$ cat src/hw/rsw_consts.svh
`ifndef RSW_CONSTS_SVH
`define RSW_CONSTS_SVH

// Timing
`define RSW_CLK_MHZ    100
`define RSW_T_FIL_NS   200
`define RSW_FIL_CYC    ((`RSW_T_FIL_NS * `RSW_CLK_MHZ + 999) / 1000)
`define RSW_T_ACTV_US  20
`define RSW_ACTV_CYC   (`RSW_T_ACTV_US * `RSW_CLK_MHZ)

// Register byte offsets
`define RSW_OFF_KEY    8'h00
`define RSW_OFF_RELOAD 8'h04
`define RSW_OFF_COUNT  8'h08
`define RSW_OFF_STATUS 8'h0c
`define RSW_OFF_MODE   8'h10
`define RSW_OFF_BWAIT  8'h14

// Values and fields
`define RSW_KEY_LOCK   8'h55
`define RSW_BOOT_VEC   16'h0000
`define RSW_MC_BASE    3'h4
`define RSW_BW_RST     2'h2
`define RSW_SYNC_RST   3'h1
`define RSW_CNT_ONES   24'hffffff
`define RSW_ST_PWR     0
`define RSW_ST_EN      1
`define RSW_PC_IDLE    0
`define RSW_PC_PD      1
`endif

$ cat src/hw/rsw_pkg.sv
`default_nettype none
package rsw_pkg;
  typedef logic [23:0] rsw_cnt_t;
  typedef logic [7:0]  rsw_fcnt_t;
  typedef logic [11:0] rsw_hcnt_t;
  typedef enum logic [1:0] {
    RS_RUN    = 2'b00,
    RS_ASSERT = 2'b01,
    RS_HOLD   = 2'b10
  } rsw_rst_st_t;
endpackage
`default_nettype wire

$ cat src/hw/rsw_wd_if.sv
`default_nettype none
interface rsw_wd_if;
  logic       clear;
  logic       en;
  logic       tick;
  logic       load;
  logic [7:0] load_val;
  logic [23:0] count;
  logic       ovf;
  modport ctrl (output clear, en, tick, load, load_val,
                input count, ovf);
  modport wdog (input clear, en, tick, load, load_val,
                output count, ovf);
endinterface
`default_nettype wire

$ cat src/hw/rsw_wdog.sv
`include "rsw_consts.svh"
`default_nettype none
module rsw_wdog
  import rsw_pkg::*;
(
  // Clock and reset
  input  wire logic pclk,
  input  wire logic presetn,
  // Control and counter
  rsw_wd_if.wdog    wd
);

  rsw_cnt_t next_count;
  logic     next_ovf;

  // Counter next value: clear, reload, count
  always_comb begin
    next_count = wd.count;
    next_ovf   = 1'b0;
    if (wd.clear) begin
      next_count = '0;
    end else if (wd.load) begin
      next_count = {wd.load_val, 16'h0000};
    end else if (wd.en && wd.tick) begin
      next_count = wd.count + 24'h000001;
      next_ovf   = (wd.count == `RSW_CNT_ONES);
    end
  end

  // Counter registers
  always_ff @(posedge pclk or negedge presetn) begin
    if (!presetn) begin
      wd.count <= '0;
      wd.ovf   <= 1'b0;
    end else begin
      wd.count <= next_count;
      wd.ovf   <= next_ovf;
    end
  end

  property p_reload;
    @(posedge pclk) disable iff (!presetn)
    wd.load && !wd.clear |=> wd.count == {$past(wd.load_val), 16'h0000};
  endproperty
  a_reload: assert property (p_reload)
    else $error("reload did not set counter");

  property p_inc;
    @(posedge pclk) disable iff (!presetn)
    wd.en && wd.tick && !wd.load && !wd.clear
      |=> wd.count == $past(wd.count) + 24'h000001;
  endproperty
  a_inc: assert property (p_inc)
    else $error("counter did not add one");

  property p_idle;
    @(posedge pclk) disable iff (!presetn)
    !wd.en && !wd.load && !wd.clear |=> $stable(wd.count) && !wd.ovf;
  endproperty
  a_idle: assert property (p_idle)
    else $error("disabled counter moved");

  property p_ovf;
    @(posedge pclk) disable iff (!presetn)
    wd.en && wd.tick && !wd.load && !wd.clear
      && wd.count == `RSW_CNT_ONES |=> wd.ovf && wd.count == '0;
  endproperty
  a_ovf: assert property (p_ovf)
    else $error("overflow missed");

  property p_clr;
    @(posedge pclk) disable iff (!presetn)
    wd.clear |=> wd.count == '0 && !wd.ovf;
  endproperty
  a_clr: assert property (p_clr)
    else $error("counter not zero after reset");

endmodule // rsw_wdog
`default_nettype wire

$ cat src/hw/rsw_top.sv
`include "rsw_consts.svh"
`default_nettype none
module rsw_top
  import rsw_pkg::*;
(
  // Clock and reset
  input  wire logic        pclk,
  input  wire logic        presetn,
  // APB slave
  input  wire logic        psel,
  input  wire logic        penable,
  input  wire logic        pwrite,
  input  wire logic [7:0]  paddr,
  input  wire logic [31:0] pwdata,
  output logic [31:0]      prdata,
  output logic             pready,
  output logic             pslverr,
  // Reset sources from pins
  input  wire logic        reset_in_n,
  input  wire logic        low_supply_detect,
  input  wire logic        dbg_reset_req,
  // Core status
  input  wire logic        mem_xfer,
  input  wire logic        prefetch_stall,
  // Reset and mode outputs
  output logic             core_reset,
  output logic             plm_reset_n,
  output logic [15:0]      boot_addr,
  output logic             boot_start,
  output logic             idle_mode,
  output logic             pdown_mode
);

  rsw_wd_if wd ();

  // Valid register offset
  function automatic logic reg_hit(input logic [7:0] a);
    reg_hit = (a == `RSW_OFF_KEY) || (a == `RSW_OFF_RELOAD) ||
              (a == `RSW_OFF_COUNT) || (a == `RSW_OFF_STATUS) ||
              (a == `RSW_OFF_MODE) || (a == `RSW_OFF_BWAIT);
  endfunction

  // Consecutive-cycle filter step
  function automatic rsw_fcnt_t filt_next(input logic hit,
                                          input rsw_fcnt_t c);
    if (!hit) begin
      filt_next = '0;
    end else if (c == 8'(`RSW_FIL_CYC)) begin
      filt_next = c;
    end else begin
      filt_next = c + 8'h01;
    end
  endfunction

  // Two-stage synchronisers for the pins
  logic [2:0] sync_a;
  logic [2:0] sync_b;
  always_ff @(posedge pclk or negedge presetn) begin
    if (!presetn) begin
      sync_a <= `RSW_SYNC_RST;
      sync_b <= `RSW_SYNC_RST;
    end else begin
      sync_a <= {dbg_reset_req, low_supply_detect, reset_in_n};
      sync_b <= sync_a;
    end
  end

  logic pin_low;
  logic sag_low;
  logic dbg_s;
  assign pin_low = !sync_b[0];
  assign sag_low = sync_b[1];
  assign dbg_s   = sync_b[2];

  // Spike filters for pin and supply monitor
  rsw_fcnt_t ext_cnt;
  rsw_fcnt_t sag_cnt;
  rsw_fcnt_t next_ext_cnt;
  rsw_fcnt_t next_sag_cnt;
  logic      ext_act;
  logic      sag_act;
  logic      next_ext_act;
  logic      next_sag_act;
  always_comb begin
    next_ext_cnt = filt_next(pin_low, ext_cnt);
    next_sag_cnt = filt_next(sag_low, sag_cnt);
    next_ext_act = (next_ext_cnt == 8'(`RSW_FIL_CYC));
    next_sag_act = (next_sag_cnt == 8'(`RSW_FIL_CYC));
  end

  always_ff @(posedge pclk or negedge presetn) begin
    if (!presetn) begin
      ext_cnt <= '0;
      sag_cnt <= '0;
      ext_act <= 1'b0;
      sag_act <= 1'b0;
    end else begin
      ext_cnt <= next_ext_cnt;
      sag_cnt <= next_sag_cnt;
      ext_act <= next_ext_act;
      sag_act <= next_sag_act;
    end
  end

  // Reset sequencer
  rsw_rst_st_t st;
  rsw_rst_st_t next_st;
  rsw_hcnt_t   hold_cnt;
  rsw_hcnt_t   next_hold_cnt;
  logic        sag_seen;
  logic        next_sag_seen;
  logic        next_core_reset;
  logic        next_boot_start;
  logic        src;
  assign src = ext_act || sag_act || dbg_s || wd.ovf;

  always_comb begin
    next_st       = st;
    next_hold_cnt = hold_cnt;
    next_sag_seen = sag_seen;
    case (st)
      RS_RUN: begin
        if (src) begin
          next_st       = RS_ASSERT;
          next_sag_seen = sag_act;
        end
      end
      RS_ASSERT: begin
        next_sag_seen = sag_seen || sag_act;
        if (!src) begin
          if (sag_seen) begin
            next_st       = RS_HOLD;
            next_hold_cnt = '0;
          end else begin
            next_st = RS_RUN;
          end
        end
      end
      RS_HOLD: begin
        if (src) begin
          next_st       = RS_ASSERT;
          next_sag_seen = sag_act;
        end else if (hold_cnt == 12'(`RSW_ACTV_CYC - 1)) begin
          next_st = RS_RUN;
        end else begin
          next_hold_cnt = hold_cnt + 12'h001;
        end
      end
      default: begin
        next_st = RS_RUN;
      end
    endcase
    next_core_reset = (next_st != RS_RUN);
    next_boot_start = core_reset && !next_core_reset;
  end

  always_ff @(posedge pclk or negedge presetn) begin
    if (!presetn) begin
      st          <= RS_ASSERT;
      hold_cnt    <= '0;
      sag_seen    <= 1'b1;
      core_reset  <= 1'b1;
      plm_reset_n <= 1'b0;
      boot_start  <= 1'b0;
      boot_addr   <= `RSW_BOOT_VEC;
    end else begin
      st          <= next_st;
      hold_cnt    <= next_hold_cnt;
      sag_seen    <= next_sag_seen;
      core_reset  <= next_core_reset;
      plm_reset_n <= !next_core_reset;
      boot_start  <= next_boot_start;
      boot_addr   <= `RSW_BOOT_VEC;
    end
  end

  // Machine cycle timing
  logic [2:0] mc_cnt;
  logic [2:0] next_mc_cnt;
  logic [2:0] mc_len;
  logic       mc_tick;
  logic       next_mc_tick;
  logic [1:0] bwait;
  logic [2:0] bw_clk;
  always_comb begin
    bw_clk = `RSW_MC_BASE + {1'b0, bwait};
    mc_len = (mem_xfer && bw_clk > `RSW_MC_BASE) ? bw_clk
                                                  : `RSW_MC_BASE;
    next_mc_cnt  = mc_cnt;
    next_mc_tick = 1'b0;
    if (core_reset) begin
      next_mc_cnt = '0;
    end else if (!prefetch_stall) begin
      if (mc_cnt >= mc_len - 3'h1) begin
        next_mc_cnt  = '0;
        next_mc_tick = 1'b1;
      end else begin
        next_mc_cnt = mc_cnt + 3'h1;
      end
    end
  end

  always_ff @(posedge pclk or negedge presetn) begin
    if (!presetn) begin
      mc_cnt  <= '0;
      mc_tick <= 1'b0;
    end else begin
      mc_cnt  <= next_mc_cnt;
      mc_tick <= next_mc_tick;
    end
  end

  // Register file and APB answer
  logic [7:0]  key;
  logic [7:0]  next_key;
  logic [1:0]  mode;
  logic [1:0]  next_mode;
  logic [1:0]  next_bwait;
  logic        pwr_flag;
  logic        next_pwr_flag;
  logic        next_pready;
  logic        next_pslverr;
  logic [31:0] next_prdata;
  logic        next_load;
  logic [7:0]  next_load_val;
  logic        next_en;
  logic        wr;
  logic        load_q;
  logic [7:0]  load_val_q;
  logic        en_q;
  assign wr = psel && penable && pready && pwrite && reg_hit(paddr);

  always_comb begin
    next_key      = key;
    next_mode     = mode;
    next_bwait    = bwait;
    next_pwr_flag = pwr_flag;
    next_load     = 1'b0;
    next_load_val = load_val_q;
    if (core_reset || wd.ovf) begin
      next_key   = `RSW_KEY_LOCK;
      next_mode  = '0;
      next_bwait = `RSW_BW_RST;
    end else if (wr) begin
      if (paddr == `RSW_OFF_KEY) begin
        next_key = pwdata[7:0];
      end else if (paddr == `RSW_OFF_RELOAD) begin
        next_load     = 1'b1;
        next_load_val = pwdata[7:0];
      end else if (paddr == `RSW_OFF_MODE) begin
        next_mode = pwdata[1:0];
      end else if (paddr == `RSW_OFF_BWAIT) begin
        next_bwait = pwdata[1:0];
      end
    end
    if (wr && paddr == `RSW_OFF_STATUS && pwdata[`RSW_ST_PWR]) begin
      next_pwr_flag = 1'b0;
    end
    if (sag_act) begin
      next_pwr_flag = 1'b1;
    end
    next_en = (next_key != `RSW_KEY_LOCK)
              && (next_mode == '0);
    // Read and error answer, one wait state
    next_pready  = psel && penable && !pready;
    next_pslverr = next_pready && !reg_hit(paddr);
    next_prdata  = '0;
    if (next_pready && !pwrite) begin
      if (paddr == `RSW_OFF_KEY) begin
        next_prdata = {24'h000000, key};
      end else if (paddr == `RSW_OFF_RELOAD) begin
        next_prdata = {24'h000000, wd.count[23:16]};
      end else if (paddr == `RSW_OFF_COUNT) begin
        next_prdata = {8'h00, wd.count};
      end else if (paddr == `RSW_OFF_STATUS) begin
        next_prdata[`RSW_ST_PWR] = pwr_flag;
        next_prdata[`RSW_ST_EN]  = en_q;
      end else if (paddr == `RSW_OFF_MODE) begin
        next_prdata = {30'h00000000, mode};
      end else if (paddr == `RSW_OFF_BWAIT) begin
        next_prdata = {30'h00000000, bwait};
      end
    end
  end

  always_ff @(posedge pclk or negedge presetn) begin
    if (!presetn) begin
      key        <= `RSW_KEY_LOCK;
      mode       <= '0;
      bwait      <= `RSW_BW_RST;
      pwr_flag   <= 1'b1;
      pready     <= 1'b0;
      pslverr    <= 1'b0;
      prdata     <= '0;
      load_q     <= 1'b0;
      load_val_q <= '0;
      en_q       <= 1'b0;
      idle_mode  <= 1'b0;
      pdown_mode <= 1'b0;
    end else begin
      key        <= next_key;
      mode       <= next_mode;
      bwait      <= next_bwait;
      pwr_flag   <= next_pwr_flag;
      pready     <= next_pready;
      pslverr    <= next_pslverr;
      prdata     <= next_prdata;
      load_q     <= next_load;
      load_val_q <= next_load_val;
      en_q       <= next_en;
      idle_mode  <= next_mode[`RSW_PC_IDLE];
      pdown_mode <= next_mode[`RSW_PC_PD];
    end
  end

  // Watchdog hookup
  assign wd.clear    = core_reset;
  assign wd.en       = en_q;
  assign wd.tick     = mc_tick;
  assign wd.load     = load_q;
  assign wd.load_val = load_val_q;

  rsw_wdog u_wdog (
    .pclk    (pclk),
    .presetn (presetn),
    .wd      (wd)
  );

  property p_src;
    @(posedge pclk) disable iff (!presetn)
    ext_act || sag_act || dbg_s || wd.ovf |=> core_reset;
  endproperty
  a_src: assert property (p_src)
    else $error("reset source did not reset core");

  property p_plm;
    @(posedge pclk) disable iff (!presetn)
    core_reset == !plm_reset_n;
  endproperty
  a_plm: assert property (p_plm)
    else $error("logic module reset out of step");

  property p_nostr;
    @(posedge pclk) disable iff (!presetn)
    st == RS_ASSERT && !sag_seen && !src |=> !core_reset;
  endproperty
  a_nostr: assert property (p_nostr)
    else $error("pin reset stretched");

  property p_filt;
    @(posedge pclk) disable iff (!presetn)
    $rose(ext_act) |-> $past(ext_cnt) == 8'(`RSW_FIL_CYC - 1);
  endproperty
  a_filt: assert property (p_filt)
    else $error("pin filter too short");

  property p_hold;
    @(posedge pclk) disable iff (!presetn)
    st == RS_HOLD && hold_cnt < 12'(`RSW_ACTV_CYC - 1) |=> core_reset;
  endproperty
  a_hold: assert property (p_hold)
    else $error("supply reset released early");

  property p_pwr;
    @(posedge pclk) disable iff (!presetn)
    sag_act |=> pwr_flag;
  endproperty
  a_pwr: assert property (p_pwr)
    else $error("power-up flag not set");

  property p_dbg;
    @(posedge pclk) disable iff (!presetn)
    dbg_s && mode != '0 |=> core_reset ##1 mode == '0;
  endproperty
  a_dbg: assert property (p_dbg)
    else $error("debug reset ignored in low power");

  property p_key;
    @(posedge pclk) disable iff (!presetn)
    core_reset |=> key == `RSW_KEY_LOCK ##1 !en_q;
  endproperty
  a_key: assert property (p_key)
    else $error("key not locked by reset");

  property p_low;
    @(posedge pclk) disable iff (!presetn)
    mode != '0 |-> !en_q;
  endproperty
  a_low: assert property (p_low)
    else $error("watchdog enabled in low power");

  property p_boot;
    @(posedge pclk) disable iff (!presetn)
    $fell(core_reset) |-> boot_start && boot_addr == `RSW_BOOT_VEC;
  endproperty
  a_boot: assert property (p_boot)
    else $error("no start at reset vector");

  property p_mc;
    @(posedge pclk) disable iff (!presetn)
    mc_tick |=> !mc_tick [*3];
  endproperty
  a_mc: assert property (p_mc)
    else $error("machine cycle shorter than four clocks");

endmodule // rsw_top
`default_nettype wire

$ cat config.mk
export PLATFORM = sky130hd
export DESIGN_NAME = rsw_top
export DESIGN_NICKNAME = d
export VERILOG_FILES = /design/src/hw/rsw_pkg.sv /design/src/hw/rsw_wd_if.sv /design/src/hw/rsw_wdog.sv /design/src/hw/rsw_top.sv
export VERILOG_INCLUDE_DIRS = /design/src /design/src/hw
export SDC_FILE = /design/constraint.sdc
export NUM_CORES = 1
export LEC_CHECK = 0
export ABC_AREA = 1
export BUFFER_PORTS_ARGS = -buffer_cell sky130_fd_sc_hd__buf_2
export CORE_UTILIZATION = 45
export DETAILED_ROUTE_END_ITERATION = 8
export PLACE_DENSITY = 0.76
export REMOVE_ABC_BUFFERS = 1
export SLEW_MARGIN = 40
export SYNTH_ARGS = -nofsm -noshare
export SYNTH_HDL_FRONTEND = slang
export SYNTH_SLANG_ARGS = --single-unit
export TNS_END_PERCENT = 50
$ cat constraint.sdc
create_clock -name pclk -period 2.1 [get_ports pclk]
set_input_delay 0.42 -clock pclk [delete_from_list [all_inputs] [get_ports pclk]]
set_output_delay 0.42 -clock pclk [all_outputs]
set_load 0.01 [all_outputs]
==> summary.txt, run 1 <==
Yosys
  – Most common cell in the netlist: nand2_1
  – Flops & latches, synth: between 100 and 150
  – Mapped Area: between 6000 and 7000 um^2
  – Top_reg_cell synth: dfrtp_1
  – EDFF count, synth: 0
  – Avg Cell Area, Syn: 8.154 um^2
  – Top cell type by total area after synthesis: dfrtp_1
  – Async set-or-reset flop fraction in the synthesized netlist: 100.0%
  – Distinct cells, synth: 47
  – Top cell type's share of synthesized area: between 40% and 50%
  – Mapped Cells: 770
  – Synthesis warning total: 0
  – Sequential cell area fraction in the yosys report: roughly half
  – Top cells by area, synth: dfrtp_1 43%, nand2_1 9.5%, inv_1 6.5%, nor2_1 5.0%, dfstp_2 4.6%
  – Most instantiated cells after synthesis: 159 x nand2_1, 109 x dfrtp_1, 109 x inv_1

Route
  – M1 wire length: 6001 um
  – Max layer used: met4
  – Via-to-Cell Ratio: 5.050
  – Initial drt markers: 415
  – Drt drc: 0
  – Met3 Routed Length: 782 um
  – Final ANT Viol Nets: 0
  – Metal2 WL: ~6700 um
  – DRT Pass-1 Iters: 5
  – Vias: 5227
  – Final wirelength: 13780 um
  – WL per Instance: 13.32 um

CTS
  – CTS Root Cell: clkbuf_16
  – Max Buffers Root-to-Sink: 2
  – Clock buffer count from CTS: 17
  – H-tree levels: 4
  – Clock-pin slew on the worst setup and hold paths: 0.05 ns
  – PostCTS Resize Cnt: 0
  – Worst skew pair latency: 0.42 ns
  – CTS tree: done
  – Sink Count: 120

Pwr
  – Flop pwr share: about two fifths
  – Leakage Power: 3.671 nW
  – Clock share of power: 56.1%
  – Combinational power share: 4.4%
  – Peak VDD IR: 0.7013 mV
  – Power Density: between 800 and 900 nW/um^2
  – Internal power: 4.800 mW
  – Tot Pwr: 6.011 mW
  – Switch Pwr: 1.211 mW
  – Sw frac: about a fifth

Placed design
  – Gp weighted congestion: 0.8772
  – DP Area: 6723 um^2
  – Port Buffers: 56
  – Cell Count Post-Placement: 1003
  – Dpl hpwl: 9990 um

Timing
  – Max-slew violations: 0
  – Fmax: 551.4 MHz
  – Period utilization: 86.36%
  – Clock Skews: 0.007707 ns
  – Period minus WS final: ~1.8 ns
  – Final setup fails: 0
  – Fin. Hold Viols: 0
  – Setup_tns: 0 ns
  – RSZ-0062 raised after global routing: false

Final layout
  – Area Growth Syn to Fin: 18.19%
  – Design area: 7421 um^2
  – Non-Filler Instances: 1035
  – Diode count: 0
  – Layout cells sized above 1: 16.18%
  – Fin nets: between 900 and 1k

Worst setup path
  – Register-to-register setup slack: 0.29 ns
  – CP Capture Point: hold_cnt[6]$_DFFE_PN0P_
  – RR Endpoint: hold_cnt[6]$_DFFE_PN0P_
  – Crit path max fanout: 12
  – Arrival @ worst endpoint: 2.13 ns
  – Worst setup EP type: register
  – RR Startpoint: hold_cnt[0]$_DFFE_PN0P_
  – Kind of critical path: reg2reg
  – Worst setup startpoint: hold_cnt[0]$_DFFE_PN0P_
  – Worst Path Required: 2.41 ns
  – FF-to-FF path depth: 8
  – CP Launch Type: register

Die
  – I/O pin total: 105
  – Die area: around 14000 um^2
  – Starting density of the core: 46.85%
  – Placeable Area: 13400 um^2
  – Site row count: 42
  – Die X: approximately 120 um
  – Chip Height: ~120 um

Job
  – Number of max-cap violations: 0

Global routing
  – First-pass GRT wire length: 23290 um
  – Vias in the first global route: 4940
  – Initial antenna violation count: 0
  – Pin count of the biggest net entering global routing: 55
  – Gr usage total: 20.80%
  – Remaining global-route overflow: 0

Min path
  – Worst Hold Class: in2reg
  – Hold Startpoint: reset_in_n

Run status
  – Outcome: finished, final reports clean
==> worst min-delay path by stage <==
stage,endpoint,slack (ns),cells past startpoint
after global placement,u_wdog.wd.count[4]$_DFFE_PN0P_,0.28,1
after global routing,sync_a[0]$_DFF_PN1_,0.09,1
after CTS,sync_a[0]$_DFF_PN1_,0.09,1
after floorplan,boot_start$_DFF_PN0_,0.12,0
after detailed placement,u_wdog.wd.count[4]$_DFFE_PN0P_,0.28,1
final,sync_a[0]$_DFF_PN1_,0.10,1
==> layer usage <==
layer  vias to the layer above  track usage (%)
li1                       2595                -
met1                      2452            25.98
met2                       150            34.09
met3                        30            5.181
met4                         0            8.906
met5                         -                0
==> area by class of cell <==
cell class              instances  area (um^2)
fillers                      1236         5979
flip-flops and latches        120         3017
multi-input cells             523         2659
clock buffers                  23        498.0
inverters                     115        434.2
repair buffers                 70        402.9
well taps                     176        220.2
clock inverters                 8        190.2
==> flip-flops by register name, summed over array words and instances, names as in the netlist, 3 cells and up <==
name and flops:
sync_b 3, sag_cnt 8, hold_cnt 12, prdata 24
u_wdog.wd.count 24, sync_a 3, key 8, load_val_q 8
mc_cnt 3, ext_cnt 8
==> worst max-delay path, cell delays in order, from the launching register on <==
cell,delay [ns]
dfrtp_1,0.39
ha_1,0.26
nand3_1,0.17
nor3_1,0.29
o21ai_1,0.11
nand2_2,0.15
buf_4,0.21
nand2_1,0.06
o31ai_1,0.07
==> cell usage in the layout, fill, tap and decap left out, drive strengths merged <==
cell,Yosys,final
a211oi,2,2
a21boi,1,1
a21oi,27,27
a32o,1,1
buf,34,69
bufinv,0,6
clkbuf,1,23
clkinv,1,3
conb,1,24
dfrtp,109,109
dfstp,11,11
dlygate4sd3,0,1
ha,11,11
inv,114,114
nand2,163,163
nand3,42,42
nand3b,5,5
nand4,14,14
nor2,90,90
nor3,35,35
nor3b,1,1
nor4,4,4
o211ai,2,2
o21a,1,1
o21ai,55,55
o21bai,1,1
o221ai,3,3
o22ai,8,8
o31ai,7,7
or2,3,3
xnor2,5,5
xor2,18,18
==> power groups by stage <==
stage	clock network (mW)	logic [mW]	registers, mW
detailed placement	0	0.264	2.41
global placement	0	0.259	2.41
global route	3.51	0.306	2.37
floorplan	0	0.135	2.41
CTS	3.42	0.270	2.37
finish	3.37	0.266	2.37
==> through the flow <==
step	setup WS [ns]	utilization, %	hold WS (ns)
finish	0.2865	55.38	0.1007
global route	0.06503	55.38	0.09141
CTS	0.2655	55.38	0.08701
detailed placement	0.2550	50.17	0.2841
global placement	0.2683	50.17	0.2841
floorplan	0.4002	-	0.1244
==> cell families after synthesis <==
kind of cell | count (synthesis) | synth area share (%)
compound gates | 108 | 9.765
xor+xnor | 23 | 3.208
fa+ha+maj | 11 | 2.192
buf+inv | 150 | 10.98
flops | 120 | 48.05
other cells | 1 | 0.05973
simple gates | 357 | 25.75
==> repair_timing <==
item | CTS | global route
hold buffers | 1 | 0
buffers inserted | 0 | 0
hold endpoints to repair | 11 | 0
Note: power is estimated with default switching activity, not from simulation.
==> run 2, diff against run 1 <==
==> constraint.sdc (replaced) <==
create_clock -name pclk -period 2.1 [get_ports pclk]
set_input_delay 0.105 -clock pclk [delete_from_list [all_inputs] [get_ports pclk]]
set_output_delay 0.105 -clock pclk [all_outputs]
set_load 0.01 [all_outputs]
==> summary.txt, run 2 (synthesis results as in run 1) <==
Timing
  – Setup_tns: 0 ns (unchanged)
  – Max_slew headroom: between 50% and 60%
  – RSZ-0062 raised after global routing: false
  – Period minus WS final: 1.978 ns (+0.1641 ns)
  – Max-slew violations: 0 (unchanged)
  – Clock Skews: 0.009174 ns (+0.001467 ns)
  – Worst Tran Pin Value: between 0.6 and 0.7 ns
  – Fmax: 505.6 MHz (-8.3%)
  – Fin. Hold Viols: 0 (unchanged)
  – Fin Hold WS: 0.04642 ns (-0.05432 ns)
  – Final setup fails: 0 (unchanged)
  – Period utilization: 94.18% (+7.8 points)

Worst setup path
  – CP max stage delay: 0.57 ns (+0.18 ns)
  – Critical path depth in cells: 9 (+1)
  – Arrival @ worst endpoint: 2.29 ns (+0.16 ns)
  – CP bufs+invs: 4 (+3)
  – Register-to-register setup slack: 0.19 ns (-0.10 ns)
  – Kind of critical path: in2reg
  – Worst-path cell chain: dlygate4sd3_1, buf_2, nand2_1, dlygate4sd3_1, nor2_1, nand2_2, nor2_2, inv_2, nor3_1
  – CP Capture Point: prdata[17]$_DFF_PN0_
  – FF-to-FF path depth: 10 (+2)
  – Crit path max fanout: 14 (+2)
  – Worst path slowest cell: dlygate4sd3_1
  – Critical Path Most Common Cell: dlygate4sd3_1
  – RR Endpoint: mc_cnt[0]$_DFFE_PN0P_
  – Worst setup EP type: register
  – Worst Path Required: 2.42 ns (about the same)
  – CP Launch Type: input pin
  – Worst setup startpoint: penable
  – Top delay family on crit path: buffers and inverters
  – RR Startpoint: bwait[1]$_DFFE_PN1P_

Die
  – Site row count: 42 (unchanged)
  – I/O pin total: 105 (unchanged)
  – Placeable Area: 13400 um^2 (unchanged)
  – Starting density of the core: 46.85% (unchanged)
  – Chip Height: 120.1 um (unchanged)
  – Die area: 14430 um^2 (unchanged)
  – Die X: 120.1 um (unchanged)

Final layout
  – Fin nets: 918 (+1.1%)
  – Area Growth Syn to Fin: 19.23%
  – Regs by FF count: prdata (24), u_wdog.wd.count (24), hold_cnt (12)
  – Util after Layout: 55.86% (+0.49 points)
  – Area taken by multi-input logic gates: 2689 um^2 (+1.1%)
  – Filler cell count in the final layout: 1204 (-2.6%)
  – Diode count: 0 (unchanged)
  – Layout cells sized above 1: 15.98% (-0.20 points)
  – Commonest cells after routing, fill and taps aside: 158 x nand2_1, 109 x inv_1, 109 x dfrtp_1, 82 x nor2_1, 55 x buf_2
  – Reg area: 3017 um^2 (unchanged)
  – Commonest non-fill, non-tap cell in the layout: nand2_1

Job
  – Number of max-cap violations: 0 (unchanged)

Route
  – Drt drc: 0 (unchanged)
  – Final wirelength: 14100 um (+2.3%)
  – Initial drt markers: 433 (+4.3%)
  – Vias: 5228 (+0.019%)
  – WL per Instance: 13.48 um (+1.2%)
  – Via-to-Cell Ratio: 4.998 (-1.0%)
  – DRT Pass-1 Iters: 6 (+1)
  – Final ANT Viol Nets: 0 (unchanged)

CTS
  – CTS tree: done
  – CTS Root Cell: clkbuf_16
  – Max Buffers Root-to-Sink: 2 (unchanged)
  – Clock buffer count from CTS: 17 (unchanged)
  – Post-CTS Setup Bufs: 0 (unchanged)
  – Sink Count: 120 (unchanged)
  – Clock-pin slew on the worst setup and hold paths: 0.05 ns (about the same)
  – H-tree levels: 4 (unchanged)
  – Worst skew pair latency: 0.42 ns (about the same)

Min path
  – Worst Hold Class: in2reg

Global routing
  – Gr usage total: 21.13% (+0.33 points)
  – First-pass GRT wire length: 23610 um (+1.4%)
  – Pin count of the biggest net entering global routing: 36 (-35%)
  – Initial antenna violation count: 0 (unchanged)
  – Remaining global-route overflow: 0 (unchanged)
  – Vias in the first global route: 5101 (+3.3%)

Run status
  – Outcome: finished, final reports clean

Pwr
  – Leakage Power: 3.683 nW (+0.33%)
  – Power Density: 760.1 nW/um^2 (-6.2%)
  – Peak VDD IR: 0.5729 mV (-18%)

Placed design
  – Gp weighted congestion: 0.8658 (-1.3%)
  – Dpl hpwl: 10080 um (+0.89%)
  – Port Buffers: 56 (unchanged)
run 2: cell types whose count changed in the layout (fill, tap and decap cells not counted), sizes merged:
cell | previous run | this run
dlygate4sd3 | 1 | 14
buf | 69 | 66
bufinv | 6 | 4
clkinv | 3 | 5
clkbuf | 23 | 24
run 2: per-layer routing:
| metal | vias to the layer above | share of wire [%] | global-route usage (%) |
|---|---|---|---|
| li1 | 2609 | - | - |
| met1 | 2435 | 43 | 25.78 |
| met5 | - | 0 | 0 |
| met2 | 162 | 49 | 35.27 |
| met3 | 22 | 5.6 | 6.084 |
| met4 | 0 | 1.8 | 7.891 |
run 2: repair_timing:
item	in CTS	in global routing
resized for setup	0	7
hold endpoints to repair	44	0
hold buffers	14	0
endpoints found under the setup margin	0	12
run 2: cell type report:
class                   instances  area share, %
inverters                     115          5.800
multi-input cells             523          35.92
well taps                     176          2.942
clock buffers                  24          6.301
repair buffers                 80          6.819
flip-flops and latches        120          40.30
clock inverters                 8          1.922
run 2: how the worst min path moves through the flow:
stage	startpoint	to	slack, ns	cells past startpoint
after floorplan	presetn	boot_start$_DFF_PN0_	-0.19	0
after global placement	presetn	prdata[6]$_DFF_PN0_	0.08	1
after detailed placement	presetn	prdata[6]$_DFF_PN0_	0.09	1
after CTS	pwdata[0]	load_val_q[0]$_DFFE_PN0P_	0.04	3
after global routing	pwdata[0]	load_val_q[0]$_DFFE_PN0P_	0.06	3
final	paddr[0]	pslverr$_DFF_PN0_	0.05	3
run 2: through the flow:
stage,instances,cell area [um^2],total power [mW],worst slack (ns)
after CTS,1046,7456,5.725,0.07822
after detailed placement,1000,6700,2.674,0.2145
after global routing,1046,7486,5.873,0.01324
final,1046,7486,5.690,0.1223
after global placement,1000,6700,2.668,0.3025
after floorplan,758,6110,2.542,0.4003
run 2: worst reg2reg max path, cell delays in order, from the launching register on:
cell	delay, ns
dfstp_2	0.52
nand2_1	0.05
ha_1	0.29
ha_1	0.29
o21ai_0	0.11
nand2_1	0.08
a21oi_1	0.12
inv_1	0.09
nor2_2	0.11
nand3_1	0.08
o21ai_0	0.09
run 2: power breakdown:
group	internal [mW]	switching [mW]
clock	2.04	0.987
sequential	2.35	0.0225
combinational	0.0977	0.193
total	4.49	1.20
==> run 3, diff against run 2 <==
--- a/config.mk
+++ b/config.mk
@@ -10,7 +10,7 @@
 export BUFFER_PORTS_ARGS = -buffer_cell sky130_fd_sc_hd__buf_2
 export CORE_UTILIZATION = 45
 export DETAILED_ROUTE_END_ITERATION = 8
-export PLACE_DENSITY = 0.76
+export PLACE_DENSITY = 0.66
 export REMOVE_ABC_BUFFERS = 1
 export SLEW_MARGIN = 40
 export SYNTH_ARGS = -nofsm -noshare
==> summary.txt, run 3 (synthesis results as in run 1) <==
Run status
  – Outcome: finished, final reports clean

Timing
  – Fin. Hold Viols: 0 (unchanged)
  – Final WS setup: 0.2124 ns (+0.09014 ns)
  – Setup_tns: 0 ns (unchanged)
  – Final setup fails: 0 (unchanged)
  – Period utilization: 89.88% (-4.3 points)
  – Fin Hold WS: 0.04262 ns (-0.003802 ns)
  – Fmax: 529.8 MHz (+4.8%)
  – Worst Tran Pin Value: 0.5616 ns (-0.05157 ns)
  – Max-slew violations: 0 (unchanged)
  – Period minus WS final: 1.888 ns (-0.09014 ns)
  – Clock Skews: 0.005764 ns (-0.003410 ns)
  – RSZ-0062 raised after global routing: false
  – Max_slew headroom: 62.52% (+3.4 points)

CTS
  – Clock-pin slew on the worst setup and hold paths: 0.05 ns (about the same)
  – CTS tree: done
  – Sink Count: 120 (unchanged)
  – H-tree levels: 4 (unchanged)
  – Worst skew pair latency: 0.41 ns (about the same)
  – Clock buffer count from CTS: 17 (unchanged)
  – CTS Root Cell: clkbuf_16
  – Max Buffers Root-to-Sink: 2 (unchanged)
  – Post-CTS Setup Bufs: 0 (unchanged)

Final layout
  – Diode count: 0 (unchanged)
  – Area Growth Syn to Fin: 19.19% (about the same)
  – Fin nets: 918 (unchanged)
  – Design area: 7483 um^2 (about the same)
  – Regs by FF count: prdata (24), u_wdog.wd.count (24), hold_cnt (12)
  – Layout cells sized above 1: 15.52% (-0.46 points)
  – Filler cell count in the final layout: 1247 (+3.6%)
  – Non-Filler Instances: 1046 (unchanged)
  – Commonest cells after routing, fill and taps aside: 159 x nand2_1, 109 x inv_1, 109 x dfrtp_1, 83 x nor2_1, 55 x buf_2
  – Commonest non-fill, non-tap cell in the layout: nand2_1

Route
  – Initial drt markers: 227 (-48%)
  – Drt drc: 0 (unchanged)
  – WL per Instance: 12.91 um (-4.2%)
  – Final wirelength: 13510 um (-4.2%)
  – Via-to-Cell Ratio: 4.895 (-2.1%)
  – Final ANT Viol Nets: 0 (unchanged)
  – Vias: 5120 (-2.1%)
  – DRT Pass-1 Iters: 5 (-1)

Placed design
  – Port Buffers: 56 (unchanged)
  – Cell Count Post-Placement: 1000 (unchanged)
  – Gp weighted congestion: 0.8709 (+0.59%)
  – Dpl hpwl: 10100 um (+0.25%)
  – Worst Setup Slack post-DPL: 0.2932 ns (+0.07868 ns)
  – DP Area: 6700 um^2 (unchanged)

Worst setup path
  – Worst Path Required: 2.41 ns (about the same)
  – Arrival @ worst endpoint: 2.20 ns (-0.09 ns)
  – Worst path slowest cell: dlygate4sd3_1
  – RR Startpoint: bwait[1]$_DFFE_PN1P_
  – Worst setup startpoint: penable
  – CP Launch Type: input pin
  – Critical path depth in cells: 9 (unchanged)
  – Register-to-register setup slack: 0.29 ns (+0.10 ns)
  – Crit path max fanout: 14 (unchanged)
  – CP Capture Point: prdata[19]$_DFF_PN0_
  – Worst-path cell chain: dlygate4sd3_1, buf_2, nand2_1, dlygate4sd3_1, nor2_1, nand2_1, nor2_2, inv_2, nor3_1
  – CP bufs+invs: 4 (unchanged)
  – Kind of critical path: in2reg
  – Top delay family on crit path: buffers and inverters
  – CP max stage delay: 0.55 ns (-0.02 ns)
  – RR Endpoint: mc_cnt[0]$_DFFE_PN0P_
  – FF-to-FF path depth: 10 (unchanged)
  – Worst setup EP type: register

Die
  – Die area: 14430 um^2 (unchanged)
  – Placeable Area: 13400 um^2 (unchanged)
  – Starting density of the core: 46.85% (unchanged)
  – Chip Height: 120.1 um (unchanged)
  – I/O pin total: 105 (unchanged)
  – Die X: 120.1 um (unchanged)
  – Site row count: 42 (unchanged)

Global routing
  – Initial antenna violation count: 0 (unchanged)
  – Vias in the first global route: 4867 (-4.6%)
  – First-pass GRT wire length: 23030 um (-2.5%)
  – Gr usage total: 20.60% (-0.53 points)
  – Pin count of the biggest net entering global routing: 51 (+42%)
  – Remaining global-route overflow: 0 (unchanged)

Min path
  – Worst Hold Class: in2reg

Pwr
  – Switch Pwr: 1.181 mW (-1.8%)
  – Flop pwr share: 41.1% (-0.6 points)
  – Sw frac: 20.50% (-0.63 points)
  – Internal power: 4.582 mW (+2.1%)
  – Peak VDD IR: 0.8636 mV (+51%)
  – Clock share of power: 54.0% (+0.8 points)
  – Leakage Power: 3.684 nW (about the same)
  – Power Density: 770.2 nW/um^2 (+1.3%)
  – Combinational power share: 4.9% (-0.2 points)

Job
  – Number of max-cap violations: 0 (unchanged)
[run 3: cell types whose count changed in the layout (fill, tap and decap cells not counted), moves of 2 or more]
| cell | change |
|---|---|
| nor3_2 | -4 |
| clkbuf_8 | +3 |
| nor3_1 | +4 |
| clkbuf_1 | -2 |
[run 3: worst register-to-register path: cells and delay by family (launching register included)]
family	cells	cell delay, ns
and+or+nand+nor	4	0.31
AOI/OAI and AO/OA	3	0.27
buffers and inverters	1	0.08
adders and majority gates	2	0.54
DFF	1	0.52
[run 3: power groups by stage]
stage               combinational, mW  sequential [mW]  clock [mW]
global route                    0.323             2.37        3.29
floorplan                       0.135             2.41           0
detailed placement              0.264             2.41           0
finish                          0.280             2.37        3.11
CTS                             0.286             2.37        3.18
global placement                0.262             2.41           0
[run 3: timing repair]
item | CTS | global route
hold endpoints to repair | 113 | 0
hold buffers | 14 | 0
resized for setup | 0 | 0
[run 3: how the worst min path moves through the flow]
stage / startpoint / end / slack (ns) / depth (start not counted)
final: paddr[2] / prdata[12]$_DFF_PN0_ / 0.04 / 4
after global routing: pwdata[0] / load_val_q[0]$_DFFE_PN0P_ / 0.07 / 3
after CTS: paddr[2] / prdata[12]$_DFF_PN0_ / 0.02 / 4
after detailed placement: presetn / prdata[3]$_DFF_PN0_ / 0.02 / 1
after global placement: presetn / prdata[3]$_DFF_PN0_ / 0.02 / 1
after floorplan: presetn / boot_start$_DFF_PN0_ / -0.19 / 0
[run 3: routing by layer]
layer  vias up  global-route usage (%)  routed length, um
met5         -                       0                  0
met4         0                   7.578                246
met3        17                   5.418                496
met2        94                   34.59               6596
met1      2393                   25.30               6166
li1       2616                       -                  -
[run 3: metrics by stage]
stage | utilization (%) | power (mW)
2_1_floorplan | - | 2.542
3_3_place_gp | 50.00 | 2.670
3_5_place_dp | 50.00 | 2.673
4_1_cts | 55.85 | 5.840
5_1_grt | 55.85 | 5.982
6_report | 55.85 | 5.764
[run 3: area by class of cell]
| type | instances | area, um^2 | share of cell area [%] |
|---|---|---|---|
| Timing Repair Buffer | 80 | 510.5 | 6.822 |
| Tap cell | 176 | 220.2 | 2.943 |
| Multi-Input combinational cell | 523 | 2659 | 35.53 |
| Inverter | 115 | 434.2 | 5.802 |
| Sequential cell | 120 | 3017 | 40.31 |
| Clock buffer | 25 | 505.5 | 6.755 |
| Clock inverter | 7 | 137.6 | 1.839 |
